[config.mk]
export PLATFORM = sky130hd
export DESIGN_NAME = ccs_top
export DESIGN_NICKNAME = d
export VERILOG_FILES = /design/src/ccs_pkg.sv /design/src/ccs_chan.sv /design/src/ccs_top.sv
export SDC_FILE = /design/constraint.sdc
export NUM_CORES = 1
export LEC_CHECK = 0
export ABC_CLOCK_PERIOD_IN_PS = 25500
export BUFFER_PORTS_ARGS = -buffer_cell sky130_fd_sc_hd__buf_4
export CORE_ASPECT_RATIO = 1.75
export CORE_MARGIN = 3
export CORE_UTILIZATION = 46
export CTS_CLUSTER_SIZE = 12
export DETAILED_ROUTE_END_ITERATION = 8
export PLACE_DENSITY = 0.75
export SYNTH_ARGS = -nofsm -noshare
export SYNTH_HDL_FRONTEND = slang
export SYNTH_SLANG_ARGS = --single-unit
[constraint.sdc]
create_clock -name clk -period 25.5 [get_ports clk]
set_input_delay 7.65 -clock clk [delete_from_list [all_inputs] [get_ports clk]]
set_output_delay 7.65 -clock clk [all_outputs]
set_load 0.03 [all_outputs]
[src/ccs_pkg.sv]
/*
 package for the per-channel configuration and cascade sequencer:
 field positions, reset values, encodings and carrier structs.
 assumes a single 10 MHz clock domain.
*/
package ccs_pkg;
    localparam int CCS_NCHAN = 4;
    localparam int CCS_CFG_W = 16;
    // field positions
    localparam int CCS_B_CASCADE = 14;
    localparam int CCS_B_SEL_HI = 13;
    localparam int CCS_B_SEL_LO = 12;
    localparam int CCS_B_FAST_SERVO_OFF = 11;
    localparam int CCS_B_SUP_RES = 10;
    localparam int CCS_B_SERVO_CONT = 7;
    localparam int CCS_B_SERVO_WARN = 6;
    localparam int CCS_B_DAC_HI = 5;
    localparam int CCS_B_DAC_LO = 4;
    localparam int CCS_B_WPU = 3;
    localparam int CCS_B_WPD = 2;
    localparam int CCS_B_GAIN = 1;
    localparam int CCS_B_POL = 0;
    // writable bits: 15, 9 and 8 are reserved
    localparam logic [15:0] CCS_CFG_MASK = 16'h7cff;
    localparam logic [15:0] CCS_CFG_RST = 16'h0000;
    // supervisor step in mV
    localparam logic [3:0] CCS_STEP_HI_RES = 4'h4;
    localparam logic [3:0] CCS_STEP_LO_RES = 4'h8;
    // rise time after turn-on, 1 ms at 100 ns
    localparam int CCS_RISE_NS = 1000000;
    localparam int CCS_CLK_NS = 100;
    localparam int CCS_RISE_CYC = (CCS_RISE_NS + CCS_CLK_NS - 1) / CCS_CLK_NS;
    localparam int CCS_RETRY_NS = 100000;
    localparam int CCS_RETRY_CYC = (CCS_RETRY_NS + CCS_CLK_NS - 1) / CCS_CLK_NS;

    typedef enum logic [1:0] {
        CCS_DAC_SERVO = 2'h0,
        CCS_DAC_OPEN = 2'h1,
        CCS_DAC_DIRECT = 2'h2,
        CCS_DAC_SOFT = 2'h3
    } ccs_dac_e;

    // output-enable pin drive style
    typedef enum logic [1:0] {
        CCS_EN_HIZ = 2'h0,
        CCS_EN_WEAK_UP = 2'h1,
        CCS_EN_WEAK_DN = 2'h2,
        CCS_EN_FAST_DN = 2'h3
    } ccs_en_e;

    // channel state along the usual path is gray coded
    typedef enum logic [2:0] {
        CCS_ST_OFF = 3'h0,
        CCS_ST_WAIT = 3'h1,
        CCS_ST_RISE = 3'h3,
        CCS_ST_ON = 3'h2,
        CCS_ST_FAULT = 3'h6,
        CCS_ST_LATCH = 3'h7
    } ccs_state_e;

    // decoded configuration of one channel
    typedef struct packed {
        logic cascade;
        logic [1:0] ctl_sel;
        logic fast_servo_en;
        logic [3:0] sup_step_mv;
        logic servo_cont;
        logic servo_warn;
        ccs_dac_e dac_mode;
        logic weak_pu;
        logic weak_pd;
        logic gain_hi;
        logic pol_noninv;
    } ccs_cfg_s;

    // servo and dac controls of one channel
    typedef struct packed {
        logic servo_run;
        logic dac_connect;
        logic dac_soft;
        logic fast_servo;
        logic gain_hi;
        logic pol_noninv;
        logic [3:0] sup_step_mv;
    } ccs_ana_s;
endpackage

[src/ccs_chan.sv]
/*
 one channel: configuration register, cascade start, retries,
 output-enable drive style and servo/dac control.
 assumes the top hands in write strobes and channel-level events.
*/
`timescale 1ns/1ns
module ccs_chan
    import ccs_pkg::*;
#(
    parameter int RISE_CYC = CCS_RISE_CYC,
    parameter int RETRY_CYC = CCS_RETRY_CYC,
    parameter int MAX_RETRY = 1
) (
    // clock and reset
    input wire logic clk,
    input wire logic sys_rst,
    // configuration access
    input wire logic cfg_wr,
    input wire logic [15:0] cfg_wdata,
    output logic [15:0] cfg_rdata,
    // control and events
    input wire logic [3:0] ctl_in,
    input wire logic op_on,
    input wire logic fault,
    input wire logic fault_line_zero,
    input wire logic fault_line_zero_response_enable,
    input wire logic warn_out,
    input wire logic target_reached,
    input wire logic soft_done,
    // results
    output ccs_state_e state,
    output ccs_en_e en_drive,
    output ccs_ana_s ana,
    output logic fl0_event
);
    logic [15:0] cfg_ff;
    ccs_cfg_s cfg;
    ccs_state_e state_ff;
    logic [31:0] cnt_ff;
    logic [7:0] retry_ff;
    logic fault_off_ff;
    logic servo_done_ff;
    logic ctl_sel_in;
    logic start_ok;

    // reserved bits never stored
    always_ff @(posedge clk or posedge sys_rst) begin
        if (sys_rst) begin
            cfg_ff <= CCS_CFG_RST;
        end else if (cfg_wr) begin
            cfg_ff <= cfg_wdata & CCS_CFG_MASK;
        end
    end
    assign cfg_rdata = cfg_ff & CCS_CFG_MASK;

    // field decode
    always_comb begin
        cfg.cascade = cfg_ff[CCS_B_CASCADE];
        cfg.ctl_sel = cfg_ff[CCS_B_SEL_HI:CCS_B_SEL_LO];
        cfg.fast_servo_en = ~cfg_ff[CCS_B_FAST_SERVO_OFF];
        cfg.sup_step_mv = cfg_ff[CCS_B_SUP_RES] ? CCS_STEP_LO_RES
                                                : CCS_STEP_HI_RES;
        cfg.servo_cont = cfg_ff[CCS_B_SERVO_CONT];
        cfg.servo_warn = cfg_ff[CCS_B_SERVO_WARN];
        cfg.dac_mode = ccs_dac_e'(cfg_ff[CCS_B_DAC_HI:CCS_B_DAC_LO]);
        cfg.weak_pu = cfg_ff[CCS_B_WPU];
        cfg.weak_pd = cfg_ff[CCS_B_WPD];
        cfg.gain_hi = cfg_ff[CCS_B_GAIN];
        cfg.pol_noninv = cfg_ff[CCS_B_POL];
    end

    // selected control input
    assign ctl_sel_in = ctl_in[cfg.ctl_sel];
    // cascade slave waits for previous supply power good
    assign start_ok = op_on && ctl_sel_in;

    // channel sequence
    always_ff @(posedge clk or posedge sys_rst) begin
        if (sys_rst) begin
            state_ff <= CCS_ST_OFF;
            cnt_ff <= 32'h0000_0000;
            retry_ff <= 8'h00;
            fault_off_ff <= 1'b0;
        end else begin
            unique case (state_ff)
                CCS_ST_OFF: begin
                    if (op_on) begin
                        state_ff <= CCS_ST_WAIT;
                    end
                end
                CCS_ST_WAIT: begin
                    if (!op_on) begin
                        state_ff <= CCS_ST_OFF;
                    end else if (start_ok) begin
                        state_ff <= CCS_ST_RISE;
                        cnt_ff <= 32'h0000_0000;
                    end
                end
                CCS_ST_RISE, CCS_ST_ON: begin
                    if (fault || (fault_line_zero
                            && fault_line_zero_response_enable)) begin
                        state_ff <= CCS_ST_FAULT;
                        fault_off_ff <= 1'b1;
                        cnt_ff <= 32'h0000_0000;
                    end else if (!op_on || (!cfg.cascade && !ctl_sel_in)) begin
                        state_ff <= CCS_ST_OFF;
                        fault_off_ff <= 1'b0;
                    end else if (state_ff == CCS_ST_RISE) begin
                        if (cnt_ff == 32'(RISE_CYC - 1)) begin
                            state_ff <= CCS_ST_ON;
                            retry_ff <= 8'h00;
                        end else begin
                            cnt_ff <= cnt_ff + 32'h0000_0001;
                        end
                    end
                end
                CCS_ST_FAULT: begin
                    if (!op_on) begin
                        state_ff <= CCS_ST_OFF;
                    end else if (cnt_ff == 32'(RETRY_CYC - 1)) begin
                        cnt_ff <= 32'h0000_0000;
                        if (retry_ff < 8'(MAX_RETRY)) begin
                            retry_ff <= retry_ff + 8'h01;
                            // cascade slave retries even with input low
                            if (cfg.cascade || ctl_sel_in) begin
                                state_ff <= CCS_ST_RISE;
                            end
                        end else begin
                            state_ff <= CCS_ST_LATCH;
                        end
                    end else begin
                        cnt_ff <= cnt_ff + 32'h0000_0001;
                    end
                end
                CCS_ST_LATCH: begin
                    // off-then-on command clears faulted-off state
                    if (!op_on) begin
                        state_ff <= CCS_ST_OFF;
                        retry_ff <= 8'h00;
                    end
                end
                default: begin
                    state_ff <= CCS_ST_OFF;
                end
            endcase
        end
    end
    assign state = state_ff;

    // output-enable pin drive style
    always_comb begin
        if (state_ff == CCS_ST_RISE || state_ff == CCS_ST_ON) begin
            en_drive = cfg.weak_pu ? CCS_EN_WEAK_UP : CCS_EN_HIZ;
        end else if (cfg.weak_pd && !fault_off_ff) begin
            en_drive = CCS_EN_WEAK_DN;
        end else begin
            en_drive = CCS_EN_FAST_DN;
        end
    end

    // servo bookkeeping once initial target reached
    always_ff @(posedge clk or posedge sys_rst) begin
        if (sys_rst) begin
            servo_done_ff <= 1'b0;
        end else if (state_ff != CCS_ST_ON) begin
            servo_done_ff <= 1'b0;
        end else if (cfg.servo_warn && warn_out) begin
            servo_done_ff <= 1'b0;
        end else if (target_reached) begin
            servo_done_ff <= 1'b1;
        end
    end

    // dac and servo controls after rise time
    always_comb begin
        ana.servo_run = 1'b0;
        ana.dac_connect = 1'b0;
        ana.dac_soft = 1'b0;
        if (state_ff == CCS_ST_ON) begin
            unique case (cfg.dac_mode)
                CCS_DAC_SERVO: begin
                    ana.dac_connect = soft_done;
                    ana.dac_soft = 1'b1;
                    ana.servo_run = cfg.servo_cont || !servo_done_ff;
                end
                CCS_DAC_OPEN: begin
                    ana.dac_connect = 1'b0;
                end
                CCS_DAC_DIRECT: begin
                    ana.dac_connect = 1'b1;
                end
                CCS_DAC_SOFT: begin
                    ana.dac_connect = soft_done;
                    ana.dac_soft = 1'b1;
                end
            endcase
        end
        ana.fast_servo = cfg.fast_servo_en;
        ana.gain_hi = cfg.gain_hi;
        ana.pol_noninv = cfg.pol_noninv;
        ana.sup_step_mv = cfg.sup_step_mv;
    end

    // broadcast shutdown seen by this channel
    assign fl0_event = fault_line_zero && fault_line_zero_response_enable
        && (state_ff == CCS_ST_RISE || state_ff == CCS_ST_ON);
endmodule // ccs_chan

[src/ccs_top.sv]
/*
 four-channel configuration and cascade sequence-on block.
 assumes register writes arrive already decoded by the serial bus
 front end, one channel per page, and all inputs synchronous to clk.
*/
// Function
// - reserved bits 15, 9, 8 always read zero
// - bit 14 makes the selected control input a cascade start input
// - bits 13:12 select which control input governs the channel
// - bit 11 set disables fast servo
// - bit 10 picks 4mV or 8mV supervisor step
// - bit 7 keeps servoing after target in dac mode 00
// - bit 6 re-servos on voltage warning in mode 00, no continuous servo
// - bits 5:4 choose dac connection once on and rise time elapsed
// - bit 3 gives weak pull-up when on, else three-state
// - bit 2 picks weak pull-down for soft stop, fast for fault
// - bit 1 selects dac buffer gain
// - bit 0 selects dac output polarity
// - cascade slave starts only once its selected input is high
// - cascade slave does fault retries with control input low
// - off-then-on command clears latched faulted-off state
// - broadcast shutdown raises alert and per-channel event flag
`timescale 1ns/1ns
module ccs_top
    import ccs_pkg::*;
#(
    parameter int NCHAN = CCS_NCHAN,
    parameter int RISE_CYC = CCS_RISE_CYC,
    parameter int RETRY_CYC = CCS_RETRY_CYC,
    parameter int MAX_RETRY = 1
) (
    // clock and reset
    input wire logic clk,
    input wire logic sys_rst,
    // configuration register access
    input wire logic cfg_wr,
    input wire logic cfg_rd,
    input wire logic [1:0] cfg_page,
    input wire logic [15:0] cfg_wdata,
    output logic [15:0] cfg_rdata,
    // control inputs from converter power-good outputs
    input wire logic [3:0] ctl_in,
    // operation command, per channel on request
    input wire logic [NCHAN-1:0] op_on,
    // fault and monitor events
    input wire logic [NCHAN-1:0] fault,
    input wire logic fault_line_zero,
    input wire logic [NCHAN-1:0] fault_line_zero_response_enable,
    input wire logic [NCHAN-1:0] warn_out,
    input wire logic [NCHAN-1:0] target_reached,
    input wire logic [NCHAN-1:0] soft_done,
    input wire logic [NCHAN-1:0] event_clr,
    // channel state
    output logic [NCHAN-1:0] chan_on,
    output ccs_en_e [NCHAN-1:0] en_drive,
    output ccs_ana_s [NCHAN-1:0] ana,
    // status and alert
    output logic [NCHAN-1:0] fault_line_zero_input_event,
    output logic alert_output_n
);
    logic [15:0] rd_w [NCHAN];
    ccs_state_e st_w [NCHAN];
    ccs_en_e en_w [NCHAN];
    ccs_ana_s ana_w [NCHAN];
    logic [NCHAN-1:0] ev_w;
    logic [NCHAN-1:0] ev_ff;
    logic [NCHAN-1:0] on_ff;
    ccs_en_e [NCHAN-1:0] en_ff;
    ccs_ana_s [NCHAN-1:0] ana_ff;
    logic [15:0] rdata_ff;
    logic alert_n_ff;

    // one configuration register per channel
    genvar g;
    generate
        for (g = 0; g < NCHAN; g++) begin : g_ch
            ccs_chan #(
                .RISE_CYC(RISE_CYC),
                .RETRY_CYC(RETRY_CYC),
                .MAX_RETRY(MAX_RETRY)
            ) ccs_chan_i (
                .clk(clk),
                .sys_rst(sys_rst),
                .cfg_wr(cfg_wr && (cfg_page == 2'(g))),
                .cfg_wdata(cfg_wdata),
                .cfg_rdata(rd_w[g]),
                .ctl_in(ctl_in),
                .op_on(op_on[g]),
                .fault(fault[g]),
                .fault_line_zero(fault_line_zero),
                .fault_line_zero_response_enable(
                    fault_line_zero_response_enable[g]),
                .warn_out(warn_out[g]),
                .target_reached(target_reached[g]),
                .soft_done(soft_done[g]),
                .state(st_w[g]),
                .en_drive(en_w[g]),
                .ana(ana_w[g]),
                .fl0_event(ev_w[g])
            );
        end
    endgenerate

    // register read data
    always_ff @(posedge clk or posedge sys_rst) begin
        if (sys_rst) begin
            rdata_ff <= CCS_CFG_RST;
        end else if (cfg_rd) begin
            rdata_ff <= rd_w[cfg_page];
        end
    end
    assign cfg_rdata = rdata_ff;

    // channel outputs registered
    always_ff @(posedge clk or posedge sys_rst) begin
        if (sys_rst) begin
            on_ff <= '0;
            // per element, so the enum type is kept
            for (int i = 0; i < NCHAN; i++) begin
                en_ff[i] <= CCS_EN_FAST_DN;
            end
            ana_ff <= '0;
        end else begin
            for (int i = 0; i < NCHAN; i++) begin
                on_ff[i] <= (st_w[i] == CCS_ST_ON);
                en_ff[i] <= en_w[i];
                ana_ff[i] <= ana_w[i];
            end
        end
    end
    assign chan_on = on_ff;
    assign en_drive = en_ff;
    assign ana = ana_ff;

    // sticky fault-line events, set wins over clear
    always_ff @(posedge clk or posedge sys_rst) begin
        if (sys_rst) begin
            ev_ff <= '0;
        end else begin
            ev_ff <= (ev_ff & ~event_clr) | ev_w;
        end
    end
    assign fault_line_zero_input_event = ev_ff;

    // alert low while any event is pending
    always_ff @(posedge clk or posedge sys_rst) begin
        if (sys_rst) begin
            alert_n_ff <= 1'b1;
        end else begin
            alert_n_ff <= ~(|((ev_ff & ~event_clr) | ev_w));
        end
    end
    assign alert_output_n = alert_n_ff;
endmodule // ccs_top

==> results of run 1 <==
==> state kept, by name (all words and copies together), names as in the netlist <==
name	flops
alert_output_n	1
ana	32
cfg_rdata	13
chan_on	4
en_drive	8
fault_line_zero_input_event	4
g_ch.ccs_chan_i.cfg_ff	52
g_ch.ccs_chan_i.cnt_ff	128
g_ch.ccs_chan_i.fault_off_ff	4
g_ch.ccs_chan_i.retry_ff	32
g_ch.ccs_chan_i.servo_done_ff	4
g_ch.ccs_chan_i.state	12
==> synthesized netlist by cell type (7+ instances only) <==
master    count
dfrtp_1     285
nand2_1     130
a21oi_1      98
nor2_1       81
nand3_1      75
o21ai_0      68
mux2_2       65
inv_1        63
o31ai_1      52
nor3_1       47
a31oi_1      45
nand4_1      45
clkbuf_1     43
or4_1        34
nor4_1       33
and3_1       31
buf_2        28
ha_1         24
nand2b_1     19
or3_1        18
mux4_2       17
and2_1       14
buf_4        14
and4_1       12
o211ai_1     12
nor2b_1      10
o41ai_1      10
dfstp_2       9
o22ai_1       9
a21o_1        8
or4b_1        8
xnor2_1       8
a32oi_1       7
o21a_1        7
==> cells by family after synthesis <==
| logic type | count (synthesis) | share of synthesized area |
|---|---|---|
| AOI/OAI and AO/OA | 393 | 0.168 |
| xor gates and xnor gates | 8 | 0.00441 |
| and+or+nand+nor | 619 | 0.223 |
| other | 1 | 0.000236 |
| buffers and inverters | 160 | 0.0462 |
| DFF | 294 | 0.464 |
| adders and majority gates | 24 | 0.0189 |
| muxes | 90 | 0.0754 |
==> per-layer routing <==
metal / vias to the layer above / GRT usage / routed length [um]
li1: 6116 / - / -
met1: 6631 / 0.255 / 15400
met2: 462 / 0.392 / 21700
met3: 96 / 0.0264 / 2320
met4: 0 / 0.0950 / 1570
met5: - / 0 / 0
==> cells in the final DEF (no fill, tap or decap), drive strengths merged, types with 7 or more instances in the layout <==
cell,synthesis,final
xnor2,8,8
dfrtp,285,285
a2111oi,10,10
nor4,40,40
o31ai,54,54
nor2,84,84
a21oi,99,99
a21o,8,8
o211ai,13,13
inv,63,63
or4b,8,8
conb,1,11
nand3,79,79
clkbuf,43,41
o21a,8,8
nor3,53,53
o41ai,10,10
a211oi,7,7
nor4b,8,8
nand2b,19,19
and2,14,14
mux2,67,67
a31oi,46,46
mux4,17,17
dfstp,9,9
and3,31,31
nand2,133,133
or3,19,19
buf,53,121
nor2b,10,10
o22ai,9,9
and4,12,12
or4,34,34
ha,24,24
nand4,48,48
a32oi,7,7
o21ai,74,74
==> metrics by stage <==
| step | instances | instance area, sq um | setup WS [ns] | utilization |
|---|---|---|---|---|
| global route | 2127 | 17800 | 15.68 | 0.527 |
| finish | 2127 | 17800 | 15.86 | 0.527 |
| CTS | 2125 | 17800 | 15.86 | 0.526 |
| global placement | 2079 | 16900 | 15.36 | 0.500 |
| detailed placement | 2079 | 16900 | 15.28 | 0.500 |
| floorplan | 1599 | 15900 | 9.75 | - |
==> report_power, final <==
part | total [uW] | leakage [uW] | switching (uW) | internal (uW)
clock network | 408 | 0.000434 | 182 | 226
registers | 622 | 0.00383 | 77.4 | 545
logic | 491 | 0.00309 | 325 | 166
total | 1520 | 0.00736 | 585 | 937
==> critical path, delay by kind of cell <==
| kind | cells | cell delay, ns |
|---|---|---|
| buffers and inverters | 1 | 0.16 |
| AOI/OAI and AO/OA | 4 | 1.47 |
| and+or+nand+nor | 1 | 0.80 |
==> worst paths after layout <==
check | slack [ns] | to | from | depth (start not counted)
setup / recovery | 15.86 | g_ch[3].ccs_chan_i.cnt_ff[6] | fault_line_zero | 6
hold / removal | 0.39 | ana[34] | g_ch[3].ccs_chan_i.cfg_ff[0] | 0
setup reg to reg | 22.28 | g_ch[2].ccs_chan_i.cnt_ff[30] | g_ch[2].ccs_chan_i.cnt_ff[0] | 7
hold reg to reg | 0.39 | ana[34] | g_ch[3].ccs_chan_i.cfg_ff[0] | 0
max in group asynchronous | 16.76 | g_ch[3].ccs_chan_i.cfg_ff[10] | sys_rst | 3
min in group asynchronous | 7.23 | chan_on[2] | sys_rst | 2
==> final cells by class <==
type / count / area (sq um)
fillers: 2977 / 16000
multi-input cells: 1145 / 7830
flip-flops and latches: 294 / 7370
repair buffers: 121 / 921
clock buffers: 41 / 832
well taps: 455 / 569
inverters: 64 / 248
clock inverters: 5 / 53.8
diodes: 2 / 5.00
==> out/results.tsv, run 1 <==
metric	value	unit
postcts setup bufs	0	
Synth Area per Inst	9.99	sq um
Layout Nets	1735	
Die Y-Extent	252	um
worst slew pin tran	1.28	ns
peak supply drop	0.0000618	V
ANT nets after route	0	
share of the synthesized area in the top cell type	0.449	
critical path required time	25.96	ns
clock root cell	clkbuf_16	
Die Span X	146	um
max_cap viols	0	
Pwr Total	1520	uW
hold bufs inserted after CTS	0	
status	finished clean	
Routability Congestion	0.867	
RSZ-0062 raised after global routing	false	
CP Max Fanout	33	
Sink Count	294	
crit start category	input port	
Total Neg Setup Slack	0	ns
hold slack	0.393	ns
Pleak	0.00736	uW
CTS tree	done	
top post-synthesis cells by area	dfrtp_1 (45%), mux2_2 (4.6%), a21oi_1 (3.1%), nand2_1 (3.1%), o31ai_1 (2.5%)	
Gate Count Post-Synth	1589	
first-pass GRT wire length	66.0	mm
Synth-to-Final Area Change	12.3	%
Cell Pwr Density	85.4	nW/um^2
initial antenna violation count	2	
slowest CP cell	a21o_1	
pin count of the biggest net entering global routing	182	
Synth Flop Type	dfrtp_1	
Max Freq	104	MHz
DRT Pass-1 Iters	5	
Starting Density	0.469	
Worst-path clk slew	0.06	ns
EDFF count, synth	0	
CP Data Arrival Time	10.10	ns
share of cells above drive strength 1	0.184	
Rel. slew slack	0.148	
wire length per cell	19.3	um
number of global-route vias before repair	12900	
I/O pin count	128	
Synth area leader	dfrtp_1	
total track usage	0.215	
H-tree depth	1	
post-synthesis sequential area ratio	0.464	
final setup vio count	0	
Yosys cell types	99	
via count	13300	
FF+latch count, synth	294	
Row Count	89	
Final min period	9.64	ns
Final Hold Fails	0	
CP Class	input port to register	
Slowest Stage Delay on Critical Path	0.84	ns
asr flop ratio synth	1.00	
Die Area	36900	sq um
netlist area before placement	15900	sq um
CP Cell Sequence	buf_4 > a21oi_1 > nor2b_1 > a21o_1 > o311ai_0 > o41ai_1	
hpwl dp	28.6	mm
Hold WC Path Type	register to register	
# port buffers	113	
drt initial violations	1038	
Vias per Instance	6.26	
total gr overflow	0	
final WL	41.0	mm
Slew Viols, Final	0	
Post-route DRC	0	
Clock Path Buffers	3	
crit path capture type	register	
total CTS buffers	30	
Final period util	0.378	
post-cts resize count	0	
Yosys warnings	0	
Post-Route Skew	0.0254	ns
Worst-Skew Late Latency	0.58	ns
Core Area	33900	sq um
No activity file was read; power rests on OpenSTA's default activity.
==> run 2, diff against run 1 <==
ABC_CLOCK_PERIOD_IN_PS = 8700   (was 25500)
PLACE_DENSITY = 0.77   (was 0.75)
clock period = 8.7 ns   (was 25.5 ns; I/O delays follow)
==> run 2 against run 1 <==
Non-clock buffer count grew 1. Wire length barely moved. Worst setup slack worse by 12 ns. Critical endpoint unchanged.
==> out/results.tsv, run 2 (synthesized netlist as in run 1, its figures left out) <==
metric	value	unit	change
Storage cell area	7370	sq um	unchanged
Post-Route Skew	0.0278	ns	+0.00238 ns
H-tree depth	1		unchanged
final setup vio count	0		unchanged
area occupied by multi-input gates	7830	sq um	unchanged
Sink Count	294		unchanged
Worst-Skew Late Latency	0.58	ns	about the same
ANT nets after route	0		unchanged
Synth-to-Final Area Change	12.6	%	
I/O pin count	128		unchanged
routing usage on met3	0.0302		+0.00377
Final Hold Fails	0		unchanged
number of global-route vias before repair	13300		+2.8%
total CTS buffers	30		unchanged
largest register by flop count	g_ch.ccs_chan_i.cnt_ff		
reg2reg path depth	7		unchanged
Core Area	33900	sq um	unchanged
status	finished clean		
Die Area	36900	sq um	unchanged
drt initial violations	1123		+8.2%
CTS tree	done		
commonest non-fill, non-tap cell in the layout	dfrtp_1		
Slew Viols, Final	0		unchanged
initial antenna violation count	2		unchanged
met1 usage	0.248		-0.00629
commonest non-fill, non-tap cells in the layout	dfrtp_1 (285), nand2_1 (130), buf_4 (121)		
Clock Path Buffers	3		unchanged
via count	13300		-0.33%
total track usage	0.217		+0.00204
r2r setup slk	5.44	ns	-16.84 ns
hold_sp	g_ch[3].ccs_chan_i.cfg_ff[1]		
Post-Layout Cell Count	2137		+0.47%
worst hold stages	0		unchanged
CP Data Arrival Time	5.33	ns	-4.77 ns
Setup crit start	ctl_in[3]		
Post-route DRC	0		unchanged
Pleak	0.00738	uW	+0.21%
Total Neg Setup Slack	0	ns	unchanged
max_cap viols	0		unchanged
crit start category	input port		
Hold WC Path Type	register to register		
Die Y-Extent	252	um	unchanged
Largest regs	g_ch.ccs_chan_i.cnt_ff x128, g_ch.ccs_chan_i.cfg_ff x52		
Max Freq	206	MHz	
placed cells	2080		+0.048%
CP Max Fanout	33		unchanged
DRT Pass-1 Iters	5		unchanged
total of fill cells in the finished design	3003		+0.87%
postcts setup bufs	0		unchanged
total gr overflow	0		unchanged
hpwl dp	29.0	mm	+1.3%
Final period util	0.559		
GR peak layer	met2		
Die Span X	146	um	unchanged
Worst-path clk slew	0.06	ns	about the same
critical path required time	9.17	ns	-16.79 ns
Layout Nets	1736		+0.058%
crit path capture type	register		
Largest register FFs	128		unchanged
clock root cell	clkbuf_16		
Min-Delay Endpoint	ana[35]		
wire length per cell	19.2	um	-0.39%
Final min period	4.86	ns	
Global Route met2 Usage	0.398		+0.00676
RSZ-0062 raised after global routing	false		
Starting Density	0.469		unchanged
post-cts resize count	0		unchanged
worst reg2reg endpoint	g_ch[2].ccs_chan_i.cnt_ff[30]		
pin count of the biggest net entering global routing	158		-13%
peak supply drop	0.000196	V	+220%
Routability Congestion	0.929		+7.1%
Critical R2R Launch	g_ch[2].ccs_chan_i.cnt_ff[0]		
CP Class	input port to register		
hold bufs inserted after CTS	0		unchanged
Cell Pwr Density	252	nW/um^2	+190%
worst slew pin tran	1.03	ns	-0.244 ns
first-pass GRT wire length	67.0	mm	+1.5%
# port buffers	113		unchanged
Rel. slew slack	0.311		+0.163
Vias per Instance	6.21		-0.80%
hold slack	0.389	ns	-0.00410 ns
Row Count	89		unchanged
share of cells above drive strength 1	0.183		-0.00109
final WL	41.1	mm	about the same
## run 2: changes by cell type in the layout (fill, tap and decap cells not counted), sizes merged
cell,before,now
clkbuf,41,50
bufinv,0,1
clkinv,6,4
clkinvlp,0,1
buf,121,122
## run 2: layout make-up
| cell class | count | area share |
|---|---|---|
| Multi-Input combinational cell | 1145 | 0.438 |
| Sequential cell | 294 | 0.412 |
| Timing Repair Buffer | 122 | 0.0519 |
| Clock buffer | 50 | 0.0479 |
| Tap cell | 455 | 0.0318 |
| Inverter | 64 | 0.0136 |
| Clock inverter | 5 | 0.00455 |
| Antenna cell | 2 | 0.000280 |
## run 2: through the flow
| stage | power, uW | utilization | area, sq um | worst slack (ns) |
|---|---|---|---|---|
| finish | 4500 | 0.528 | 17900 | 3.84 |
| floorplan | 2850 | - | 15900 | 2.19 |
| detailed placement | 3260 | 0.500 | 16900 | 3.28 |
| global placement | 3220 | 0.500 | 16900 | 3.36 |
| global route | 4730 | 0.528 | 17900 | 3.64 |
| CTS | 4510 | 0.528 | 17900 | 3.89 |
## run 2: worst max-delay path: stages
cell,delay [ns]
buf_4,0.12
mux4_2,0.52
nor3b_2,0.20
nor2_1,0.68
a21o_1,0.81
o311ai_0,0.26
o41ai_1,0.12
## run 2: how the worst max path moves through the flow
stage	to	cells past startpoint
after floorplan	ana[12]	1
after global placement	g_ch[3].ccs_chan_i.cnt_ff[6]	7
after detailed placement	g_ch[3].ccs_chan_i.cnt_ff[26]	7
after CTS	g_ch[3].ccs_chan_i.cnt_ff[15]	7
after global routing	g_ch[3].ccs_chan_i.cnt_ff[6]	7
final	g_ch[3].ccs_chan_i.cnt_ff[6]	7
## run 2: metal layers
layer,part of all wire,up-vias,wire length (um)
met3,0.053,114,2180
met5,0,-,0
li1,-,6121,-
met4,0.046,0,1890
met2,0.53,454,21600
met1,0.37,6572,15400
## run 2: power by group
group          total, uW  switching (uW)  internal (uW)
combinational       1430             944            483
clock               1250             549            702
sequential          1820             226           1600
total               4500            1720           2780
==> run 3, diff against run 2 <==
ABC_AREA = 1   (was unset)
ABC_CLOCK_PERIOD_IN_PS = 4300   (was 8700)
clock period = 4.3 ns   (was 8.7 ns; I/O delays follow)
==> run 3 against run 2 <==
Global-route usage increased by 2.2 points. Worst setup slack got worse by 2.3 ns. Cell count increased by 49%. Sequential power increased by 91%. Critical path type unchanged. Highest routed layer unchanged.
==> out/results.tsv, run 3 <==
metric	value	unit	change
status	finished clean		
asr flop ratio synth	1.00		unchanged
Synth Flop Type	dfrtp_1		
reg2reg path depth	12		+5
worst setup margin	1.58	ns	-2.26 ns
Largest register FFs	128		unchanged
Critical R2R Launch	g_ch[0].ccs_chan_i.cnt_ff[0]		
Post-route DRC	0		unchanged
Synth area leader	dfrtp_1		
number of global-route vias before repair	16500		+24%
worst reg2reg endpoint	g_ch[0].ccs_chan_i.cnt_ff[7]		
clock root cell	clkbuf_16		
hpwl dp	37.8	mm	+30%
Core Area	37800	sq um	+12%
final setup vio count	0		unchanged
Final period util	0.633		
total track usage	0.240		+0.0223
Max Freq	368	MHz	
Starting Density	0.467		-0.00153
Gate Count Post-Synth	2591		+63%
via count	16800		+27%
CP Class	input port to register		
RSZ-0062 raised after global routing	false		
final core utilization	0.522		-0.00615
Die Y-Extent	265	um	+5.3%
netlist area before placement	17600	sq um	+11%
peak supply drop	0.000342	V	+75%
post-cts resize count	0		unchanged
post-synthesis sequential area ratio	0.418		-0.0466
Worst-path clk slew	0.06	ns	about the same
Sink Count	294		unchanged
Clock Path Buffers	3		unchanged
wire length per cell	15.7	um	-18%
Final min period	2.72	ns	
EDFF count, synth	0		unchanged
total gr overflow	0		unchanged
Worst-Skew Late Latency	0.57	ns	about the same
Row Count	94		+5.6%
Pleak	0.00928	uW	+26%
crit start category	input port		
H-tree depth	1		unchanged
Final Hold Fails	0		unchanged
pre-CTS worst setup slack	0.968	ns	-2.31 ns
top post-synthesis cells by area	dfrtp_1 (40%), nand2_1 (19%), nor2_1 (8.4%), nand3_1 (6.3%), inv_1 (5.6%)		
Hold WC Path Type	register to register		
# port buffers	113		unchanged
commonest non-fill, non-tap cells in the layout	nand2_1 (890), nor2_1 (397), dfrtp_1 (285)		
drt initial violations	1117		-0.53%
Min-Delay Endpoint	ana[5]		
worst slew pin tran	1.12	ns	+0.0910 ns
Layout Nets	2761		+59%
Synth Area per Inst	6.81	sq um	-32%
Pwr Total	8650	uW	+92%
Die Span X	154	um	+5.2%
hold bufs inserted after CTS	0		unchanged
Largest regs	g_ch.ccs_chan_i.cnt_ff x128, g_ch.ccs_chan_i.cfg_ff x52		
r2r setup slk	1.84	ns	-3.60 ns
Yosys warnings	0		unchanged
ANT nets after route	0		unchanged
share of the synthesized area in the top cell type	0.404		-0.0451
Post-synth top cells	nand2_1 (890), nor2_1 (397), dfrtp_1 (285), inv_1 (265), nand3_1 (221)		
Routability Congestion	0.973		+4.7%
critical path required time	4.78	ns	-4.39 ns
commonest non-fill, non-tap cell in the layout	nand2_1		
Rel. slew slack	0.250		-0.0612
pin count of the biggest net entering global routing	111		-30%
worst hold stages	0		unchanged
max_cap viols	0		unchanged
share of cells above drive strength 1	0.0876		-0.0952
total CTS buffers	30		unchanged
DRT Pass-1 Iters	6		+1
most numerous cell in the Yosys netlist	nand2_1		
Cell Pwr Density	439	nW/um^2	+74%
CP Max Fanout	34		+3.0%
Vias per Instance	5.27		-15%
FF+latch count, synth	294		unchanged
initial antenna violation count	1		-1
CP Data Arrival Time	3.20	ns	-2.13 ns
Post-Route Skew	0.0175	ns	-0.0103 ns
Yosys cell types	46		-54%
Die Area	40800	sq um	+11%
Slew Viols, Final	0		unchanged
final WL	50.0	mm	+22%
CTS tree	done		
first-pass GRT wire length	80.9	mm	+21%
hold slack	0.395	ns	+0.00587 ns
crit path capture type	register		
Synth-to-Final Area Change	11.7	%	
hold_sp	g_ch[0].ccs_chan_i.cfg_ff[1]		
I/O pin count	128		unchanged
postcts setup bufs	0		unchanged
largest register by flop count	g_ch.ccs_chan_i.cnt_ff		
run 3: cell count changes after synthesis, sizes merged, moves of 38 or more:
cell / delta
a21oi: -47
nor4: -38
o21ai: +94
nand3: +142
mux2: -67
nand2: +772
inv: +213
o31ai: -53
nor2: +326
run 3: kinds of logic after synthesis:
logic type / count (synthesis) / synth area share
adders and majority gates: 24 / 0.0170
DFF: 294 / 0.418
other: 1 / 0.000213
AOI/OAI and AO/OA: 264 / 0.0836
xor gates and xnor gates: 44 / 0.0218
and+or+nand+nor: 1609 / 0.374
buffers and inverters: 355 / 0.0862
run 3: cell type report:
cell class                 instances  area [sq um]
antenna                            1          2.50
clock buffer                      53           898
clock inverter                     3          20.0
fill                            3657         18000
inverter                         277          1040
multi-input combinational       1952          8790
sequential                       294          7370
tap                              480           601
timing repair buffer             127           978
run 3: power breakdown:
part	switching [uW]	internal (uW)	total, uW
logic	1960	714	2680
registers	321	3150	3480
clock network	1100	1400	2500
run 3: metal layers:
metal	global-route usage	vias to the layer above	share of wire
li1	-	8341	-
met4	0.155	0	0.072
met2	0.440	479	0.52
met5	0	-	0
met3	0.0313	151	0.045
met1	0.254	7832	0.37
run 3: worst max-delay path by stage:
| stage | cells after the start | endpoint | startpoint |
|---|---|---|---|
| final | 11 | g_ch[3].ccs_chan_i.cnt_ff[8] | fault_line_zero |
| after detailed placement | 10 | g_ch[3].ccs_chan_i.cnt_ff[8] | fault_line_zero |
| after global placement | 10 | g_ch[3].ccs_chan_i.cnt_ff[10] | fault_line_zero |
| after CTS | 11 | g_ch[3].ccs_chan_i.cnt_ff[9] | fault_line_zero |
| after global routing | 11 | g_ch[3].ccs_chan_i.cnt_ff[1] | fault_line_zero |
| after floorplan | 1 | ana[12] | sys_rst |
run 3: per-stage QoR:
| step | TNS [ns] | cells | cell area (sq um) |
|---|---|---|---|
| finish | 0 | 3187 | 19700 |
| global route | 0 | 3187 | 19700 |
| CTS | 0 | 3186 | 19700 |
| detailed placement | 0 | 3130 | 18800 |
| global placement | 0 | 3130 | 18800 |
| floorplan | -252.45 | 2601 | 17700 |
run 3: worst max-delay path: stages:
cell,delay (ns)
buf_4,0.13
nand2_1,0.17
inv_1,0.11
nor2_4,0.23
inv_1,0.11
nor2_1,0.14
nand2_1,0.10
nand2_2,0.28
buf_4,0.42
nand2_1,0.10
o21ai_1,0.09
